**src/pgd_pkg.sv**
```systemverilog
// Package for the page-mode DRAM controller: pin widths, timing counts and byte-lane codes.
// Assumes a 250 MHz controller clock; all counts derive from nanosecond figures.
package pgd_pkg;
  localparam int unsigned CLK_PERIOD_NS  = 4;
  localparam int unsigned ADDR_W         = 9;
  localparam int unsigned DATA_W         = 16;
  localparam int unsigned ROWS           = 512;
  // Minimum times round up; maximum times and the power-up pause round down.
  localparam int unsigned ROW_ACTIVE_WIDTH_NS      = 70;
  localparam int unsigned ROW_ACTIVE_WIDTH_MAX_NS  = 10000;
  localparam int unsigned ROW_ACTIVE_WIDTH_PAGE_NS = 100000;
  localparam int unsigned RANDOM_CYCLE_TIME_NS     = 130;
  localparam int unsigned ROW_PRECHARGE_TIME_NS    = 50;
  localparam int unsigned CBR_SETUP_TIME_NS        = 10;
  localparam int unsigned CBR_HOLD_TIME_NS         = 20;
  localparam int unsigned ROW_ACCESS_NS            = 70;
  localparam int unsigned COL_ACCESS_NS            = 20;
  localparam int unsigned PAGE_CYCLE_TIME_NS       = 45;
  localparam int unsigned PAGE_RMW_CYCLE_TIME_NS   = 100;
  localparam int unsigned OE_OFF_NS                = 20;
  localparam int unsigned REFRESH_PERIOD_NS        = 8000000;
  localparam int unsigned POWERUP_PAUSE_NS         = 200000;
  localparam int unsigned INIT_REFRESHES           = 8;

  localparam int unsigned T_RAS_MIN  = (ROW_ACTIVE_WIDTH_NS + CLK_PERIOD_NS - 1) / CLK_PERIOD_NS;
  localparam int unsigned T_RAS_MAX  = ROW_ACTIVE_WIDTH_MAX_NS / CLK_PERIOD_NS;
  localparam int unsigned T_RASP_MAX = ROW_ACTIVE_WIDTH_PAGE_NS / CLK_PERIOD_NS;
  localparam int unsigned T_RC       = (RANDOM_CYCLE_TIME_NS + CLK_PERIOD_NS - 1) / CLK_PERIOD_NS;
  localparam int unsigned T_RP       = (ROW_PRECHARGE_TIME_NS + CLK_PERIOD_NS - 1) / CLK_PERIOD_NS;
  localparam int unsigned T_CSR      = (CBR_SETUP_TIME_NS + CLK_PERIOD_NS - 1) / CLK_PERIOD_NS;
  localparam int unsigned T_CHR      = (CBR_HOLD_TIME_NS + CLK_PERIOD_NS - 1) / CLK_PERIOD_NS;
  localparam int unsigned T_RAC      = (ROW_ACCESS_NS + CLK_PERIOD_NS - 1) / CLK_PERIOD_NS;
  localparam int unsigned T_CAC      = (COL_ACCESS_NS + CLK_PERIOD_NS - 1) / CLK_PERIOD_NS;
  localparam int unsigned T_PC       = (PAGE_CYCLE_TIME_NS + CLK_PERIOD_NS - 1) / CLK_PERIOD_NS;
  localparam int unsigned T_PRWC     = (PAGE_RMW_CYCLE_TIME_NS + CLK_PERIOD_NS - 1) / CLK_PERIOD_NS;
  localparam int unsigned T_OEZ      = (OE_OFF_NS + CLK_PERIOD_NS - 1) / CLK_PERIOD_NS;
  localparam int unsigned REF_INTERVAL_DEF = REFRESH_PERIOD_NS / ROWS / CLK_PERIOD_NS;
  localparam int unsigned POWERUP_DEF      = POWERUP_PAUSE_NS / CLK_PERIOD_NS;

  localparam logic [1:0] BYTE_LOWER = 2'h1;
  localparam logic [1:0] BYTE_UPPER = 2'h2;
endpackage : pgd_pkg

```
**src/pgd_tmr_if.sv**
```systemverilog
// Interface carrying a load/expire handshake between the sequencer and its interval timer.
// Assumes both ends run on the controller clock.
`timescale 1ns/1ns
interface pgd_tmr_if;
  logic        load;
  logic [15:0] count;
  logic        done;
  modport seq (output load, output count, input done);
  modport tmr (input load, input count, output done);
endinterface : pgd_tmr_if

```
**src/pgd_timer.sv**
```systemverilog
// Down-counter that flags when a loaded number of cycles has elapsed.
// Assumes a load of N raises done N cycles later, counted on enabled edges.
`timescale 1ns/1ns
module pgd_timer (
  input  wire logic mclk,
  input  wire logic srst,
  input  wire logic ce,
  pgd_tmr_if.tmr    t
);
  logic [15:0] cnt_q;

  always_ff @(posedge mclk) begin
    if (srst) begin
      cnt_q <= 16'h0;
    end else if (ce) begin
      if (t.load) begin
        cnt_q <= t.count;
      end else if (cnt_q != 16'h0) begin
        cnt_q <= cnt_q - 16'h1;
      end
    end
  end

  assign t.done = (cnt_q == 16'h0) && !t.load;
endmodule : pgd_timer

```
**src/pgd_ctrl.sv**
```systemverilog
// Host-side controller for a 256K x 16 page-mode DRAM: strobes, multiplexed address, refresh.
// Assumes a user port with a request/ready handshake and DRAM data pins returned through sync flops.
`timescale 1ns/1ns
// How it works
// - Two column strobes select byte lanes
// - Row strobe low 70 ns to 10000 ns
// - Page burst row strobe at most 100K ns
// - Random cycles at least 130 ns apart
// - Column strobe 10 ns before, 20 ns after
// - Page column cycles at least 45 ns
// - Page read-modify-write 100 ns per column
// - Nine row then nine column bits
// - Early write keeps device outputs floating
// - Wait 200 us then eight refreshes
module pgd_ctrl #(
  parameter int unsigned REF_INTERVAL = pgd_pkg::REF_INTERVAL_DEF,
  parameter int unsigned POWERUP      = pgd_pkg::POWERUP_DEF
) (
  input  wire logic        mclk,
  input  wire logic        srst,
  input  wire logic        ce,
  input  wire logic        req_valid,
  input  wire logic        req_write,
  input  wire logic        req_rmw,
  input  wire logic [1:0]  req_bytes,
  input  wire logic [17:0] req_addr,
  input  wire logic [15:0] req_wdata,
  output logic             req_ready,
  output logic             rsp_valid,
  output logic [15:0]      rsp_rdata,
  output logic             init_done,
  output logic             row_strobe_n,
  output logic             lower_column_strobe_n,
  output logic             upper_column_strobe_n,
  output logic             write_enable_n,
  output logic             output_enable_n,
  output logic [8:0]       mux_addr,
  input  wire logic [15:0] data_lanes_i,
  output logic [15:0]      data_lanes_o,
  output logic [15:0]      data_lanes_oe
);
  // The interval and pause counters are 16 and 24 bits wide; larger settings would wrap silently.
  if (REF_INTERVAL < pgd_pkg::T_RC || REF_INTERVAL > 16'hffff || POWERUP > 24'hffffff) begin : g_bad_timing
    $error("pgd_ctrl: timing parameter out of range");
  end

  typedef enum logic [3:0] {S_PWR, S_IDLE, S_RAS, S_CAS, S_WAIT, S_OEOFF, S_PAGE,
                            S_CSR, S_CBR, S_RP} pgd_state_e;
  pgd_state_e  state_q;
  pgd_tmr_if   tm ();
  pgd_timer u_tmr (.mclk(mclk), .srst(srst), .ce(ce), .t(tm));

  logic [15:0] din_s1_q, din_s2_q;
  logic [23:0] pwr_q;
  logic [15:0] ref_cnt_q;
  logic        ref_pend_q;
  logic [3:0]  init_cnt_q;
  logic [15:0] ras_cnt_q;
  logic [8:0]  open_row_q;
  logic        load_q;
  logic [15:0] load_val_q;
  logic [15:0] wdata_q;
  logic        wr_q, rmw_q, ref_cyc_q;
  logic [1:0]  bytes_q;
  logic        page_hit;

  assign tm.load  = load_q;
  assign tm.count = load_val_q;
  assign page_hit = req_valid && (req_addr[17:9] == open_row_q) && !ref_pend_q
                    && ras_cnt_q < 16'((pgd_pkg::T_RAS_MAX) - pgd_pkg::T_PRWC - 4);

  // Data pins cross in from the device, so they pass two flip-flops.
  always_ff @(posedge mclk) begin
    if (srst) begin
      din_s1_q <= 16'h0;
      din_s2_q <= 16'h0;
    end else if (ce) begin
      din_s1_q <= data_lanes_i;
      din_s2_q <= din_s1_q;
    end
  end

  // Refresh request ticks once per row interval; a tick in the cycle that clears the request is not lost.
  always_ff @(posedge mclk) begin
    if (srst) begin
      ref_cnt_q  <= 16'h0;
      ref_pend_q <= 1'b0;
    end else if (ce) begin
      if (ref_cnt_q == 16'(REF_INTERVAL - 1)) begin
        ref_cnt_q  <= 16'h0;
        ref_pend_q <= 1'b1;
      end else begin
        ref_cnt_q <= ref_cnt_q + 16'h1;
        if (state_q == S_CBR && tm.done) ref_pend_q <= 1'b0;
      end
    end
  end

  // Row-active time, so a page burst closes well before the maximum width.
  always_ff @(posedge mclk) begin
    if (srst) begin
      ras_cnt_q <= 16'h0;
    end else if (ce) begin
      ras_cnt_q <= row_strobe_n ? 16'h0 : ras_cnt_q + 16'h1;
    end
  end

  always_ff @(posedge mclk) begin
    if (srst) begin
      state_q <= S_PWR;
      pwr_q <= 24'h0;
      init_cnt_q <= 4'h0;
      init_done <= 1'b0;
      load_q <= 1'b0;
      load_val_q <= 16'h0;
      req_ready <= 1'b0;
      rsp_valid <= 1'b0;
      rsp_rdata <= 16'h0;
      row_strobe_n <= 1'b1;
      lower_column_strobe_n <= 1'b1;
      upper_column_strobe_n <= 1'b1;
      write_enable_n <= 1'b1;
      output_enable_n <= 1'b1;
      mux_addr <= 9'h0;
      data_lanes_o <= 16'h0;
      data_lanes_oe <= 16'h0;
      open_row_q <= 9'h0;
      wr_q <= 1'b0;
      rmw_q <= 1'b0;
      ref_cyc_q <= 1'b0;
      bytes_q <= 2'h0;
      wdata_q <= 16'h0;
    end else if (ce) begin
      load_q <= 1'b0;
      rsp_valid <= 1'b0;
      req_ready <= 1'b0;
      unique case (state_q)
        S_PWR: begin
          pwr_q <= pwr_q + 24'h1;
          if (pwr_q == 24'(POWERUP)) state_q <= S_IDLE;
        end
        S_IDLE: begin
          if (init_cnt_q != 4'(pgd_pkg::INIT_REFRESHES) || ref_pend_q) begin
            lower_column_strobe_n <= 1'b0;
            upper_column_strobe_n <= 1'b0;
            load_q <= 1'b1;
            load_val_q <= 16'(pgd_pkg::T_CSR);
            ref_cyc_q <= 1'b1;
            state_q <= S_CSR;
          end else if (req_valid && !load_q && tm.done) begin
            mux_addr <= req_addr[17:9];
            open_row_q <= req_addr[17:9];
            row_strobe_n <= 1'b0;
            load_q <= 1'b1;
            load_val_q <= 16'(pgd_pkg::T_RAC - pgd_pkg::T_CAC);
            state_q <= S_RAS;
          end
        end
        S_CSR: if (tm.done && !load_q) begin
          row_strobe_n <= 1'b0;
          load_q <= 1'b1;
          load_val_q <= 16'(pgd_pkg::T_RAS_MIN); // covers the hold as well
          state_q <= S_CBR;
        end
        S_CBR: if (tm.done && !load_q) begin
          row_strobe_n <= 1'b1;
          lower_column_strobe_n <= 1'b1;
          upper_column_strobe_n <= 1'b1;
          if (init_cnt_q != 4'(pgd_pkg::INIT_REFRESHES)) init_cnt_q <= init_cnt_q + 4'h1;
          init_done <= (init_cnt_q >= 4'(pgd_pkg::INIT_REFRESHES - 1));
          load_q <= 1'b1;
          load_val_q <= 16'(pgd_pkg::T_RC - pgd_pkg::T_RAS_MIN);
          state_q <= S_RP;
        end
        S_RAS: if (tm.done && !load_q) begin
          // Early write: write enable falls on the same edge as the column strobes.
          mux_addr <= req_addr[8:0];
          wr_q <= req_write;
          rmw_q <= req_rmw && !req_write;
          bytes_q <= req_bytes;
          // The user may move on once the request is taken, so the late write data is kept here.
          wdata_q <= req_wdata;
          write_enable_n <= !req_write;
          output_enable_n <= req_write;
          data_lanes_o <= req_wdata;
          data_lanes_oe <= req_write ? {{8{req_bytes[1]}}, {8{req_bytes[0]}}} : 16'h0;
          lower_column_strobe_n <= !req_bytes[0];
          upper_column_strobe_n <= !req_bytes[1];
          req_ready <= 1'b1;
          load_q <= 1'b1;
          load_val_q <= 16'(pgd_pkg::T_CAC + 2);
          state_q <= S_CAS;
        end
        S_CAS: if (tm.done && !load_q) begin
          if (!wr_q) rsp_rdata <= din_s2_q;
          rsp_valid <= !wr_q;
          if (rmw_q) begin
            rmw_q <= 1'b0;
            wr_q <= 1'b1;
            output_enable_n <= 1'b1;
            load_q <= 1'b1;
            load_val_q <= 16'(pgd_pkg::T_OEZ);
            state_q <= S_OEOFF;
          end else begin
            lower_column_strobe_n <= 1'b1;
            upper_column_strobe_n <= 1'b1;
            output_enable_n <= 1'b1;
            load_q <= 1'b1;
            load_val_q <= 16'(pgd_pkg::T_PC - pgd_pkg::T_CAC - 2);
            state_q <= S_PAGE;
          end
        end
        S_OEOFF: if (tm.done && !load_q) begin
          // Drive only after the device has let go of the lanes.
          // Write enable falls on the same edge that drives the data onto the lanes; the device latches it on that fall.
          data_lanes_o <= wdata_q;
          data_lanes_oe <= {{8{bytes_q[1]}}, {8{bytes_q[0]}}};
          write_enable_n <= 1'b0;
          load_q <= 1'b1;
          load_val_q <= 16'(pgd_pkg::T_PRWC - pgd_pkg::T_CAC - pgd_pkg::T_OEZ - 4);
          state_q <= S_WAIT;
        end
        S_WAIT: if (tm.done && !load_q) begin
          lower_column_strobe_n <= 1'b1;
          upper_column_strobe_n <= 1'b1;
          load_q <= 1'b1;
          load_val_q <= 16'h2;
          state_q <= S_PAGE;
        end
        S_PAGE: if (tm.done && !load_q) begin
          write_enable_n <= 1'b1;
          data_lanes_oe <= 16'h0;
          if (page_hit && ras_cnt_q >= 16'(pgd_pkg::T_RAS_MIN)) begin
            load_q <= 1'b1; // next column in the open row
            load_val_q <= 16'h1;
            state_q <= S_RAS;
          end else if (ras_cnt_q >= 16'(pgd_pkg::T_RAS_MIN) && !page_hit) begin
            row_strobe_n <= 1'b1;
            load_q <= 1'b1;
            load_val_q <= 16'(pgd_pkg::T_RP);
            ref_cyc_q <= 1'b0;
            state_q <= S_RP;
          end
        end
        S_RP: if (tm.done && !load_q) begin
          state_q <= S_IDLE; // all strobes high here
        end
        default: state_q <= S_IDLE;
      endcase
    end
  end

  property p_precharge;
    @(posedge mclk) disable iff (srst || !ce)
      $rose(row_strobe_n) |-> row_strobe_n [*8] ##1 row_strobe_n [*5];
  endproperty
  a_precharge: assert property (p_precharge) else $error("row precharge too short");

  property p_ras_min;
    @(posedge mclk) disable iff (srst || !ce)
      $rose(row_strobe_n) |-> $past(ras_cnt_q) >= 16'(pgd_pkg::T_RAS_MIN - 1);
  endproperty
  a_ras_min: assert property (p_ras_min) else $error("row strobe too short");

  property p_cbr_setup;
    @(posedge mclk) disable iff (srst || !ce)
      (state_q == S_CBR && $fell(row_strobe_n))
        |-> !$past(lower_column_strobe_n, 3) && !$past(upper_column_strobe_n, 3);
  endproperty
  a_cbr_setup: assert property (p_cbr_setup) else $error("refresh column strobe late");

  property p_early_write;
    @(posedge mclk) disable iff (srst || !ce)
      (!write_enable_n && $fell(lower_column_strobe_n)) |-> output_enable_n;
  endproperty
  a_early_write: assert property (p_early_write) else $error("write with output enabled");

  property p_byte_lane;
    @(posedge mclk) disable iff (srst || !ce)
      (data_lanes_oe[15:8] != 8'h0) |-> !upper_column_strobe_n || state_q == S_PAGE;
  endproperty
  a_byte_lane: assert property (p_byte_lane) else $error("upper lane driven without strobe");

  property p_ras_max;
    @(posedge mclk) disable iff (srst || !ce)
      ras_cnt_q <= 16'(pgd_pkg::T_RAS_MAX);
  endproperty
  a_ras_max: assert property (p_ras_max) else $error("row strobe held too long");

  property p_init;
    @(posedge mclk) disable iff (srst || !ce)
      (state_q == S_RAS) |-> init_done;
  endproperty
  a_init: assert property (p_init) else $error("access before init refreshes");

  property p_ref_served;
    @(posedge mclk) disable iff (srst || !ce)
      $rose(ref_pend_q) && init_done |-> ##[1:400] (state_q == S_CSR);
  endproperty
  a_ref_served: assert property (p_ref_served) else $error("refresh not served in time");
endmodule : pgd_ctrl

```
**config.mk**
```make
export PLATFORM = sky130hd
export DESIGN_NAME = pgd_ctrl
export DESIGN_NICKNAME = d
export VERILOG_FILES = /design/src/pgd_pkg.sv /design/src/pgd_tmr_if.sv /design/src/pgd_timer.sv /design/src/pgd_ctrl.sv
export SDC_FILE = /design/constraint.sdc
export NUM_CORES = 1
export LEC_CHECK = 0
export ABC_AREA = 1
export BUFFER_PORTS_ARGS = -buffer_cell sky130_fd_sc_hd__buf_4
export CAP_MARGIN = 15
export CELL_PAD_IN_SITES_DETAIL_PLACEMENT = 0
export CELL_PAD_IN_SITES_GLOBAL_PLACEMENT = 1
export CORE_ASPECT_RATIO = 0.8
export CORE_UTILIZATION = 28
export CTS_CLUSTER_SIZE = 20
export DETAILED_ROUTE_END_ITERATION = 6
export GPL_TIMING_DRIVEN = 0
export MAX_ROUTING_LAYER = met4
export PLACE_DENSITY_LB_ADDON = 0.1
export SETUP_SLACK_MARGIN = 0.3
export SLEW_MARGIN = 20
export SYNTH_ARGS = -nofsm -noshare
export SYNTH_HDL_FRONTEND = slang
export SYNTH_SLANG_ARGS = --single-unit
```
**constraint.sdc**
```tcl
create_clock -name mclk -period 2.5 [get_ports mclk]
set_input_delay 0.375 -clock mclk [delete_from_list [all_inputs] [get_ports mclk]]
set_output_delay 0.375 -clock mclk [all_outputs]
set_load 0.01 [all_outputs]
```
# --- Word level (Yosys, flattened, before mapping) ---
# Index checks and enable logic that the tools add are counted.
op_classes:
  bitwise_logic: 2
  n_reduce_logical: 50
  add_sub_neg: 5
  muxes: 79
  order_cmp: 3
  n_eq_ne: 32
op_table:
  columns: ["cell", "n"]
  rows:
  - ["$mux 16", 21]
  - ["$pmux 16 s8", 1]
  - ["$mux 4", 13]
  - ["$pmux 16 s3", 1]
  - ["$pmux 4 s10", 1]
  - ["$add 16x1->16 const B", 2]
  - ["$pmux 16 s2", 1]
  - ["$ne 2x2->1 const B", 15]
  - ["$mux 1", 28]
  - ["$mux 9", 3]
  - ["$add 24x1->24 const B", 1]
  - ["$eq 24x16->1 const B", 1]
  - ["$reduce_and 4->1", 5]
  - ["$pmux 9 s2", 1]
  - ["$eq 16x12->1 const B", 1]
  - ["$eq 4x3->1 const B", 4]
  - ["$ge 16x5->1 const B", 1]
  - ["$logic_not 16->1", 1]
  - ["$lt 16x12->1 const B", 1]
  - ["$reduce_bool 16->1", 1]
  - ["$sub 16x1->16 const B", 1]
  - ["$reduce_and 5->1", 3]
  - ["$pmux 1 s4", 3]
  - ["$reduce_and 12->1", 1]
  - ["other kinds (28)", 60]
totals:
  elab_cells: 199
  inputBits: 58
  out_inout_bits: 65
  register_bits: 224

# --- Longest topological paths before layout ---
# Gate-level depths: netlist (run 1).
logic_depth:
  depth_word: 10
  mapped_depth: 13

# --- Cells and area by module ---
# Synthesis (run 1) repeated with hierarchy kept, for this count alone.
unflattened:
  cells_unflattened: 1415
  hier_area_um2: 9572.9
modules_own_cells:
  columns: ["module", "area_per_inst_um2", "cells_per_inst", "seq_area_each_um2", "n_inst"]
  rows:
  - ["pgd_ctrl", 8386.8, 1215, 3663.5, 1]
  - ["pgd_timer", 1186.1, 200, 320.3, 1]

# --- Least setup slack after synthesis (run 1) ---
# Ideal clock, no wire load.
synth_path:
  path_type: "reg-to-reg"
  from: "register u_tmr.cnt_q[0]"
  to: "register data_lanes_o[10]"
  path_stages_with_launch: 13
  t_arrival_ps: 1679
  synth_period_minus_slack_ps: 1793
  setup_slack_ps: 707
  setup_time_ps: 113
  t_required_ps: 2387
  path_cell_list: "dfxtp_1 > inv_1 > ha_1 > nand3_2 > nor2_4 > nand3_4 > nor2_4 > nand2_4 > o21ai_4 > inv_2 > buf_6 > nor2_1 > nor2_1"
synth_via:
  elab_chain_len: 5
synth_lines:
  columns: ["item", "line_no", "source"]
  rows:
  - ["start: declaration", "pgd_timer.sv:10", "logic [15:0] cnt_q;"]
  - ["start signal: assignment", "pgd_timer.sv:17", "cnt_q <= t.count;"]
  - ["start signal: assignment", "pgd_timer.sv:19", "cnt_q <= cnt_q - 16'h1;"]
  - ["$logic_not 16->1 (*)", "pgd_timer.sv:24", "assign t.done = (cnt_q == 16'h0) && !t.load;"]
  - ["$logic_and 1x1->1 (*)", "pgd_timer.sv:24", null]
  - ["$logic_and 1x1->1 (*)", "pgd_ctrl.sv:175, pgd_ctrl.sv:213", null]
  - ["$ne 2x2->1 (no source line)", null, null]
  - ["$reduce_and 4->1 (no source line) (*)", null, null]
  - ["end signal: assignment", "pgd_ctrl.sv:185", "data_lanes_o <= req_wdata;"]
  - ["end signal: assignment", "pgd_ctrl.sv:216", "data_lanes_o <= wdata_q;"]
  - ["end: declaration", "pgd_ctrl.sv:39", "output logic [15:0] data_lanes_o,"]
# Mark *: on every way between the ends. The rest lies on a longest branch, timed or not.
# A chain may end at the register's enable or synchronous reset.

# --- Worst setup path in the final report (run 1) ---
layout_path:
  from: "register u_tmr.cnt_q[0]"
  to: "register data_lanes_o[9]"
# Same word-level chain as after synthesis.

==> flow_results.org, run 1 <==
** Run status
- Result of the run :: complete, no violations

** Pwr
- Leakage power :: 5.116 nW
- VDD sags by at most 0.4886 mV.
- Cell internal power dissipation :: 5.537 mW
- Relative contribution of sequential cells to total power :: 42.3%
- Share of total power in the clock network :: 36.2%
- Net switching component of the power :: 2.695 mW
- Summing internal, switching and leakage power gives 8.232 mW.
- Dividing total power by cell area gives a power density of 695.3 mW/mm2.
- Net switching is 32.73% of the power.
- In this run, the combinational gates consume 21.4% of the power.

** Logic synthesis
- Cell types occupying the most area after synthesis :: dfxtp_1, nor2_1, nand2_1
- Dividing the synthesized area by the synthesized cell count gives 6.927 um2.
- The synthesized design contains 199 register bits.
- Top cells by count, synth :: nor2_1, nand2_1, dfxtp_1
- Area share of the largest cell type after synthesis :: 41.83%
- Synthesized net count :: 1443
- Number of synthesized flops with an enable pin :: 0
- For this run, asynchronously set or reset flops after synthesis account for 0%.
- Post-synthesis instance area :: 0.009524 mm2
- Synthesis instantiated 48 different standard cells from the library.
- Sequential element share of the synthesized area :: 41.83%
- Yosys instantiated no cell more often than nor2_1.
- Synthesis warning total :: 0
- The synthesized design spends more area on one cell type than any other, namely dfxtp_1.
- In the synthesized netlist, the number of instances is 1375.
- For this run, the leading register cell type out of synthesis is dfxtp_1.

** Floorplanning
- Row count :: 60
- Core footprint :: 0.03356 mm2
- For this design the top-level I/O count stands at 123.
- Die span in y :: 167.0 um
- Overall die width :: 208.2 um
- Starting Density :: 28.38%
- Die area :: 0.03476 mm2

** Timing
- Based on the critical path, the design can be clocked at up to 0.4898 GHz.
- Worst clock skew :: 0.01211 ns
- Period utilisation layout :: 81.66%
- The total count of hold-check failures in the final report came to 0.
- The final count of pins violating max slew came to 0.
- Worst-case hold slack :: 0.1305 ns
- At the pin with the least slew margin, the transition time is 0.8359 ns.
- RSZ-0062 raised after global routing :: yes
- Count of final setup violators :: 0
- Worst-case headroom to the max-slew limit :: 44.28%
- Post-layout minimum cycle time :: 2.041 ns

** Routing
- For this run, design rule violations remaining after detail routing come to 0.
- Detail Route met3 WL :: 908 um
- DRT iter0 DRCs :: 470
- After detailed routing, the met2 layer carries 13270 um of wire.
- Mean number of vias per cell :: 4.564
- Detailed-routing wirelength on met1 :: 15970 um
- For this block, the via count after detailed routing is 9042.
- The routed design has 30420 um of wire.
- Final antenna-violating net count :: 0
- Final routed wire length divided by cell count :: 15.36 um
- After detailed routing, no signal wire sits above met4.
- The first detailed-routing pass took 5 iterations.

** GRT
- The number of global-route vias before repair came to 8734.
- The first global-routing pass estimated 48290 um of wire.
- After global routing the overflow that remains totals 0.
- Pin count of the biggest net entering global routing :: 20
- The number of antenna violations at the first check in global routing came to 0.
- Across every metal layer, demand over resource in global routing totals 18.44%.

** Final layout
- In the final layout, the multi-input gates occupy 0.004775 mm2.
- Layout cell share with drive strength beyond 1 :: 16.87%
- The repair_antennas step left the layout with diodes totalling 0.
- After the last flow step, the layout net total stands at 1602.
- From synthesis to final layout, the design area changed by 24.30%.
- Counting the fill cells in the layout gives 3668.
- In the final layout, flip-flops and latches occupy 0.003984 mm2.
- After the flow finishes, the layout carries non-filler instances totaling 1981.

** Hold path
- The tightest min-delay check is of the in -> reg type.

** Clock network
- Hold repair after CTS inserted 0 buffers.
- H-tree depth :: 4
- CTS tree :: built
- Longest Clk Path Bufs :: 2
- CTS saw 199 sinks.
- Clock latency at the later pin of the worst-skew pair :: 0.46 ns
- TritonCTS created 17 clock buffers.
- Post-CTS clock slew at the launch and capture registers of the worst setup and hold paths :: 0.08 ns
- The tree is rooted in a clkbuf_16.

** Setup path
- STA classifies the critical path startpoint as a flop.
- In this run the worst path has a maximum fanout of 10.
- Critical path endpoint category :: flop
- The worst setup path is of the reg -> reg kind.
- For the worst setup path, the data required time is 2.86 ns.
- Arrival time at the worst endpoint :: 2.40 ns

** Placement
- DPL Wire Length :: 22770 um
- Including well taps, the total number of placed cells is 1931.
- IO buf count :: 122
- Final weighted congestion in routability-driven placement :: 0.8356

** Flow run
- Count of max-cap constraint violations :: 0
[cells in the final DEF, fill, tap and decap left out, types with 5 or more instances in the layout]
master / n
nor2_1: 277
nand2_1: 241
dfxtp_1: 199
buf_4: 159
o21ai_0: 134
inv_1: 127
a21oi_1: 85
nand3_1: 48
clkbuf_1: 30
nand4_1: 25
nor3_1: 23
a211oi_1: 23
clkbuf_16: 17
nor2_2: 12
nand3b_1: 12
o21ai_1: 12
inv_2: 10
xor2_1: 9
ha_1: 9
nand2_2: 8
nor2_4: 8
a31oi_1: 6
buf_2: 5
xnor2_1: 5
nor4_1: 5
[logic make-up (layout without fill, tap and decap cells)]
kind of cell	count (synthesis)	in the layout	share of synthesized area, %
AOI/OAI and AO/OA	274	274	15.73
xor gates and xnor gates	14	14	1.287
adders and majority gates	10	10	1.314
buffers and inverters	199	371	8.868
DFF	199	199	41.83
and+or+nand+nor	679	679	30.98
[final cells by class]
class	count	area share (%)
Inverter	141	4.566
Multi-Input combinational cell	977	40.33
Tap cell	434	4.587
Clock inverter	13	1.564
Timing Repair Buffer	140	8.878
Clock buffer	19	3.741
Buffer	58	2.684
Sequential cell	199	33.65
[stage by stage]
stage | util, % | setup WS, ns | setup TNS (ns) | cell area [um2]
finish | 35.28 | 0.4585 | 0 | 11840
CTS | 34.83 | 0.2503 | 0 | 11690
floorplan | - | 0.7074 | 0 | 9524
detailed placement | 32.73 | -0.08036 | -0.1575 | 10980
global placement | 32.73 | -0.09375 | -0.2474 | 10980
global route | 35.28 | 0.2771 | 0 | 11840
[power by group through the flow]
stage / sequential (mW) / combinational, mW / clock (mW)
after global placement: 3.56 / 1.68 / 0
after floorplan: 3.52 / 1.26 / 0
after CTS: 3.48 / 1.74 / 3.10
after global routing: 3.51 / 1.99 / 3.22
final: 3.48 / 1.77 / 2.98
after detailed placement: 3.56 / 1.69 / 0
[path summary, 6_finish.rpt]
kind | slack (ns) | endpoint | start | cells past startpoint
max | 0.46 | data_lanes_o[9]$_SDFFE_PP0P_ | u_tmr.cnt_q[0]$_SDFFE_PP0P_ | 12
min | 0.13 | din_s1_q[14]$_SDFFE_PP0P_ | data_lanes_i[14] | 3
max reg2reg | 0.46 | data_lanes_o[9]$_SDFFE_PP0P_ | u_tmr.cnt_q[0]$_SDFFE_PP0P_ | 12
min reg2reg | 0.46 | din_s2_q[15]$_SDFFE_PP0P_ | din_s2_q[15]$_SDFFE_PP0P_ | 2
[repair_timing]
item	4_1_cts	5_1_grt
pin swaps	4	4
gates resized for setup	8	22
buffers inserted	7	11
setup endpoints to repair	45	72
endpoints found under the hold margin	0	0
gates cloned	0	0
[registers in the layout (all words and copies together), names as in the netlist, 5 cells and up]
register      count
ref_cnt_q        16
ras_cnt_q        16
rsp_rdata        16
open_row_q        9
data_lanes_o     16
din_s2_q         16
din_s1_q         16
u_tmr.cnt_q      16
load_val_q        5
wdata_q          16
pwr_q            24
mux_addr          9
[routing by layer]
| metal | vias up | global-route usage [%] |
|---|---|---|
| met4 | 0 | 4.380 |
| met3 | 18 | 3.771 |
| li1 | 4781 | - |
| met1 | 4151 | 25.29 |
| met2 | 92 | 27.58 |
| met5 | - | - |
[worst max-delay path, stage by stage, from the launching register on]
cell     delay, ns
dfxtp_1       0.32
inv_2         0.12
ha_4          0.17
nand3_2       0.09
nor2_4        0.21
nand3_4       0.16
nor2_4        0.18
nand2_4       0.10
o21ai_4       0.15
inv_4         0.11
buf_6         0.16
nor2_1        0.10
nor2_1        0.06
No activity file was read; power rests on OpenSTA's default activity.
==> inputs of run 2 (changes only) <==
==> constraint.sdc (replaced) <==
create_clock -name mclk -period 1.98 [get_ports mclk]
set_input_delay 0.297 -clock mclk [delete_from_list [all_inputs] [get_ports mclk]]
set_output_delay 0.297 -clock mclk [all_outputs]
set_load 0.01 [all_outputs]
==> flow_results.org, run 2 (synthesis gave the netlist of run 1 again) <==
** Final layout
- Final Instance Count excl. Fillers :: 2034 (+2.7%)
- Final design instance area without fill :: 0.01356 mm2 (+15%)
- Number of antenna cells inserted :: 0 (unchanged)
- Relative to the synthesized area, the layout overhead comes to 42.34%.
- The library cells used most frequently in the layout, excluding fill and tap cells, are nor2_1, nand2_1, dfxtp_1, buf_4, inv_1.
- The core occupancy in the finished layout was 40.40% (+5.1 points).
- The library cell used most frequently in the layout, excluding fill and tap cells, is nor2_1.
- Final Net Count :: 1655 (+3.3%)
- pwr_q holds more flip-flops than any other register.
- Layout cell share with drive strength beyond 1 :: 32.13% (+15 points)
- The flip-flop count of the largest register, all copies and words added is 24 (unchanged).

** Floorplanning
- Num ports :: 123 (unchanged)
- The overall die area was 0.03476 mm2 (unchanged).
- Starting Density :: 28.38% (unchanged)
- The chip width came to 208.2 um (unchanged).
- The y dimension of the die was 167.0 um (unchanged).
- The number of rows created at floorplan came to 60 (unchanged).
- Core footprint :: 0.03356 mm2 (unchanged)

** Clock network
- Longest Clk Path Bufs :: 2 (unchanged)
- The number of CTS-inserted buffers is 17 (unchanged).
- The clock network latency to the later pin of the worst-skew pair was 0.47 ns (about the same).
- Root buf cell :: clkbuf_16
- TritonCTS built the clock tree.
- TritonCTS Sinks :: 199 (unchanged)
- The clock edge transition at the registers on the reported setup and hold paths is 0.09 ns (about the same).
- The CTS H-tree depth came to 4 (unchanged).

** Timing
- The worst slew slack as a fraction of its limit came to 32.26% (-12 points).
- Period utilisation layout :: 92.64% (+11 points)
- The total count of hold-check failures in the final report came to 0 (unchanged).
- Worst clock skew :: 0.01484 ns (+0.002736 ns)
- The worst setup margin came to 0.1458 ns (-0.3127 ns).
- RSZ-0062 raised after global routing :: yes
- Slew of the pin with the lowest slew margin :: 1.016 ns (+0.1802 ns)
- The worst hold-check slack was 0.04718 ns (-0.08331 ns).
- Post-layout minimum cycle time :: 1.834 ns (-0.2073 ns)
- Pins Over Slew Limit :: 0 (unchanged)
- The setup total negative slack was 0 ns (unchanged).
- Max Clock Freq :: 0.5452 GHz (+11%)
- Count of final setup violators :: 0 (unchanged)

** Setup path
- CP Max Fanout :: 7 (-3)
- The critical path required time was 2.39 ns (-0.47 ns).
- The worst setup path is launched from a flop.
- The worst reg-to-reg setup slack came to 0.15 ns (-0.31 ns).
- The largest individual stage delay along the critical path comes from the cell dfxtp_1.
- The depth of the worst register-to-register path came to 10 (-2).
- Critical path endpoint category :: flop
- Class of the most critical setup path :: reg -> reg
- Arrival time at the worst endpoint :: 2.24 ns (-0.16 ns)
- Cell-by-cell trace of the critical path :: nor2_2 -> nand3_4 -> nor2_4 -> nand3_4 -> buf_4 -> buf_6 -> nor2_4 -> buf_6 -> o21ai_2 -> a21oi_1
- Critical Path Max Stage Delay :: 0.35 ns (+0.03 ns)
- Startpoint of the most critical register-to-register path :: u_tmr.cnt_q[14]$_SDFFE_PP0P_
- Destination of the worst register-to-register timing path :: open_row_q[8]$_SDFFE_PP0P_
- Critical path startpoint :: u_tmr.cnt_q[14]$_SDFFE_PP0P_

** Pwr
- The worst IR drop on VDD came to 0.5313 mV (+8.7%).
- Combinational fraction of design power :: 25.1% (+3.7 points)
- The sequential fraction of design power was 41.3% (-1.0 points).
- The cell-internal power is 6.975 mW (+26%).
- The switching power total came to 3.769 mW (+40%).
- The net switching share of the total power came to 35.08% (+2.3 points).
- The leakage component of the power was 5.700 nW (+11%).
- Power per cell area :: 792.5 mW/mm2 (+14%)
- The overall power consumption was 10.74 mW (+31%).
- Share of total power in the clock network :: 33.7% (-2.5 points)

** Routing
- The violation count after the first detailed-route iteration was 421 (-10%).
- Mean number of vias per cell :: 4.672 (+2.3%)
- Vias after detailed routing :: 9502 (+5.1%)
- Final routed wire length divided by cell count :: 16.23 um (+5.7%)
- The remaining routing DRC violations is 0 (unchanged).
- The length of the first detailed-routing pass in iterations came to 6 (+1).
- The remaining antenna violation count after routing came to 0 (unchanged).
- The wire length after detailed routing was 33020 um (+8.5%).

** Placement
- Total cell area at the placement stage :: 0.01100 mm2 (+0.16%)
- Final weighted congestion in routability-driven placement :: 0.8802 (+5.3%)
- DPL Wire Length :: 23650 um (+3.9%)
- The cell count after placement came to 1931 (unchanged).
- Pre-CTS setup slack :: -0.3622 ns (-0.2818 ns)
- IO buf count :: 122 (unchanged)

** Hold path
- Type of the tightest min-delay check :: in -> reg
- Hold Path Sink :: din_s1_q[13]$_SDFFE_PP0P_
- Startpoint of the most critical hold path :: data_lanes_i[13]
- Number of stages on the worst hold path :: 3 (unchanged)

** GRT
- The maximum number of pins on one net before global-route repair was 22 (+10%).
- Initial antenna violation count :: 1 (+1)
- First-pass GRT wire length :: 51140 um (+5.9%)
- All-layer global routing usage :: 19.66% (+1.2 points)
- GRT Residual Overflow :: 0 (unchanged)
- Number of global-route vias before repair :: 9059 (+3.7%)

** Flow run
- Count of max-cap constraint violations :: 0 (unchanged)

** Run status
- Result of the run :: complete, no violations
[run 2: power groups by stage]
stage               Combinational, mW  Sequential, mW  Clock, mW
floorplan                        1.61            4.45          0
global placement                 2.18            4.50          0
detailed placement               2.17            4.49          0
CTS                              2.54            4.42       3.75
global route                     2.98            4.47       3.89
finish                           2.69            4.44       3.62
[run 2: worst max-delay path: cells and delay by family, from the launching register on]
kind	cells	cell delay, ns
AND/OR/NAND/NOR	5	0.80
buffers and inverters	3	0.45
flip-flops	1	0.35
AO/OA/AOI/OAI	2	0.19
[run 2: cell type report]
class	instances	area [um2]
Buffer	58	426.7
Inverter	141	574.3
Clock buffer	17	425.4
Fill cell	3519	20000
Multi-Input combinational cell	977	5692
Sequential cell	199	4020
Clock inverter	15	170.2
Tap cell	434	543.0
Timing Repair Buffer	193	1705
[run 2: what timing repair did]
action	CTS	global route
gates cloned	6	2
setup buffers	41	22
pin swaps	45	54
resized for setup	243	157
hold buffers	0	0
setup endpoints to repair	142	141
[run 2: how the worst max path moves through the flow]
stage                               endpoint  slack [ns]
2_1_floorplan  data_lanes_o[10]$_SDFFE_PP0P_        0.22
3_3_place_gp      rsp_rdata[12]$_SDFFE_PP0P_       -0.36
3_5_place_dp      rsp_rdata[12]$_SDFFE_PP0P_       -0.36
4_1_cts         data_lanes_o[4]$_SDFFE_PP0P_        0.16
5_1_grt        data_lanes_o[10]$_SDFFE_PP0P_        0.02
6_report          open_row_q[8]$_SDFFE_PP0P_        0.15
[run 2: per-layer routing]
layer	global-route usage, %	share of wire (%)	wire length (um)	vias up
met4	5.089	1.2	401	0
met2	28.93	44	14460	115
met5	-	0	0	-
met1	27.56	52	17190	4456
met3	3.394	2.9	968	22
li1	-	-	-	4909
==> inputs of run 3 (changes only) <==
--- a/config.mk
+++ b/config.mk
@@ -11,7 +11,7 @@
 export CELL_PAD_IN_SITES_DETAIL_PLACEMENT = 0
 export CELL_PAD_IN_SITES_GLOBAL_PLACEMENT = 1
 export CORE_ASPECT_RATIO = 0.8
-export CORE_UTILIZATION = 28
+export CORE_UTILIZATION = 25
 export CTS_CLUSTER_SIZE = 20
 export DETAILED_ROUTE_END_ITERATION = 6
 export GPL_TIMING_DRIVEN = 0
==> flow_results.org, run 3 (synthesis gave the netlist of run 1 again) <==
** Run status
- Result of the run :: complete, no violations

** Setup path
- Critical path endpoint category :: flop
- Setup slack of the most critical reg-to-reg path :: 0.1 ns (-0.05 ns)
- The top fanout value on the critical path came to 8 (+1).
- Most Frequent Cell on Critical Path :: buf_12
- The critical path data arrival time came to 2.27 ns (+0.03 ns).
- Worst EP required :: 2.37 ns (-0.02 ns)
- The sum of buffers and inverters on the critical path is 5 (+2).
- The largest individual stage delay along the critical path comes from the cell dfxtp_2.
- Destination of the worst register-to-register timing path :: u_tmr.cnt_q[9]$_SDFFE_PP0P_
- The worst register-to-register path begins at u_tmr.cnt_q[0]$_SDFFE_PP0P_.
- The worst setup path is launched from a flop.
- Grouping stages by cell kind, the critical path spends the most delay in simple AND/OR/NAND/NOR gates.
- Class of the most critical setup path :: reg -> reg
- Cell-by-cell trace of the critical path :: inv_2 -> ha_4 -> nand3_4 -> nor2_4 -> nand2_4 -> buf_12 -> nand2_8 -> inv_8 -> a21oi_4 -> buf_12 -> inv_6 -> nor3b_2
- Worst Reg2Reg Path Length in Cells :: 12 (+2)
- Critical Path Max Stage Delay :: 0.33 ns (-0.02 ns)

** Routing
- The wire length after detailed routing is 34440 um (+4.3%).
- Final routed wire length divided by cell count :: 16.39 um (+0.97%)
- Detailed-routing wirelength on met1 :: 18080 um (+5.2%)
- The length of the first detailed-routing pass in iterations is 5 (-1).
- The remaining routing DRC violations came to 0 (unchanged).
- Final antenna-violating net count :: 0 (unchanged)
- Detail Route met3 WL :: 783 um (-19%)
- Vias after detailed routing :: 9458 (-0.46%)
- The detailed router used layers up to and including met4.
- The average vias per placed instance came to 4.502 (-3.6%).
- The violation count after the first detailed-route iteration was 431 (+2.4%).
- The routed wire length on met2 is 15150 um (+4.8%).

** Final layout
- Final Instance Count excl. Fillers :: 2101 (+3.3%)
- Most frequent cells in the layout :: nor2_1, nand2_1, buf_4, dfxtp_1, inv_1
- Counting flops per register, the top entry is pwr_q.
- Final Net Count :: 1668 (+0.79%)
- Area added between synthesis and finish :: 41.93%
- The flip-flop count of the largest register, all copies and words added is 24 (unchanged).
- The library cell used most frequently in the layout, excluding fill and tap cells, is nor2_1.
- Layout cell share with drive strength beyond 1 :: 31.06% (-1.1 points)
- Utilization after layout :: 36.26% (-4.1 points)

** Clock network
- Root buf cell :: clkbuf_16
- H-tree depth :: 4 (unchanged)
- The clock edge transition at the registers on the reported setup and hold paths came to 0.08 ns (about the same).
- TritonCTS Sinks :: 199 (unchanged)
- The clock tree buffer depth is 2 (unchanged).
- CTS tree :: built
- The clock network latency to the later pin of the worst-skew pair is 0.47 ns (about the same).
- Inserted Clock Buffers :: 17 (unchanged)

** Pwr
- The leakage component of the power is 5.748 nW (+0.84%).
- The worst IR drop on VDD came to 0.5363 mV (+0.93%).
- Power per cell area :: 842.4 mW/mm2 (+6.3%)

** Placement
- The cell count after placement is 1984 (+2.7%).
- Final weighted congestion in routability-driven placement :: 0.8543 (-2.9%)
- IO buf count :: 122 (unchanged)
- DPL Wire Length :: 24800 um (+4.8%)

** GRT
- Pin count of the biggest net entering global routing :: 21 (-4.5%)
- The final global-route overflow total is 0 (unchanged).
- Number of global-route vias before repair :: 9243 (+2.0%)
- Initial antenna violation count :: 1 (unchanged)
- First-pass GRT wire length :: 52870 um (+3.4%)
- The overall routing resource usage came to 18.57% (-1.1 points).

** Floorplanning
- Overall die width :: 220.2 um (+5.8%)
- Num ports :: 123 (unchanged)
- The number of rows created at floorplan was 63 (+5.0%).
- Starting Density :: 25.54% (-2.8 points)
- The y dimension of the die came to 176.6 um (+5.8%).
- Core footprint :: 0.03728 mm2 (+11%)
- Die area :: 0.03889 mm2 (+12%)

** Timing
- The top achievable clock speed is 0.5317 GHz (-2.5%).
- Worst clock skew :: 0.01499 ns (+0.0001445 ns)
- Slew of the pin with the lowest slew margin :: 0.9083 ns (-0.1077 ns)
- Setup repair after global routing could not meet its margin everywhere.
- Post-layout minimum cycle time :: 1.881 ns (+0.04651 ns)
- The final count of pins violating max slew is 0 (unchanged).
- Count of final setup violators :: 0 (unchanged)
- The total count of hold-check failures in the final report came to 0 (unchanged).
- Worst-case headroom to the max-slew limit :: 39.45% (+7.2 points)
- The final critical-path share of the clock period came to 94.99% (+2.3 points).
- Aggregate negative setup slack :: 0 ns (unchanged)

** Flow run
- Count of max-cap constraint violations :: 0 (unchanged)

** Hold path
- Startpoint of the most critical hold path :: data_lanes_i[7]
- The hold-critical path depth is 3 (unchanged).
- Hold Path Sink :: din_s1_q[7]$_SDFFE_PP0P_
- Type of the tightest min-delay check :: in -> reg
run 3: worst min-delay path: stages:
cell and delay (ns):
buf_4 0.08, nor2_1 0.03, nor2_1 0.08
run 3: layout make-up:
class | count | area, um2
clock inverter | 15 | 205.2
timing repair buffer | 206 | 1708
multi-input combinational | 977 | 5552
inverter | 141 | 571.8
antenna | 1 | 2.502
fill | 3992 | 23770
clock buffer | 17 | 425.4
sequential | 199 | 4030
tap | 487 | 609.3
buffer | 58 | 414.1
run 3: power by group:
group	internal [mW]	switching [mW]
Combinational	1.31	1.76
Sequential	4.22	0.239
Clock	1.95	1.91
Total	7.48	3.91
run 3: through the flow:
step                hold slack (ns)  area [um2]  setup slack (ns)  total power, mW
floorplan                    0.4297        9542            0.2242            6.064
global placement             0.4432       11070           -0.5561            6.671
detailed placement           0.4499       11070           -0.4463            6.670
CTS                         0.01605       12790            0.1050            11.12
global route                0.02986       13520          -0.01395            12.01
finish                      0.04694       13520           0.09929            11.39
run 3: per-layer routing:
layer  vias up  GRT usage [%]
met5         -              -
met4         0          4.971
li1       4940              -
met1      4421          26.19
met2        76          26.99
met3        21          3.239
run 3: timing repair:
item,4_1_cts,5_1_grt
pin swaps,50,59
hold endpoints to repair,0,0
setup buffers,39,40
hold buffers,0,0
resized for setup,210,139
gates cloned,4,1
endpoints found under the setup margin,136,151
run 3: worst max path at each step:
stage,start,end,slack [ns],cells after the start
floorplan,u_tmr.cnt_q[1]$_SDFFE_PP0P_,data_lanes_o[10]$_SDFFE_PP0P_,0.22,12
global placement,ce,load_val_q[1]$_SDFFE_PP0P_,-0.56,7
detailed placement,ce,load_val_q[1]$_SDFFE_PP0P_,-0.45,7
CTS,u_tmr.cnt_q[0]$_SDFFE_PP0P_,data_lanes_o[10]$_SDFFE_PP0P_,0.10,12
global route,state_q[1]$_SDFFE_PP0P_,data_lanes_o[7]$_SDFFE_PP0P_,-0.01,10
finish,u_tmr.cnt_q[0]$_SDFFE_PP0P_,u_tmr.cnt_q[9]$_SDFFE_PP0P_,0.1,12
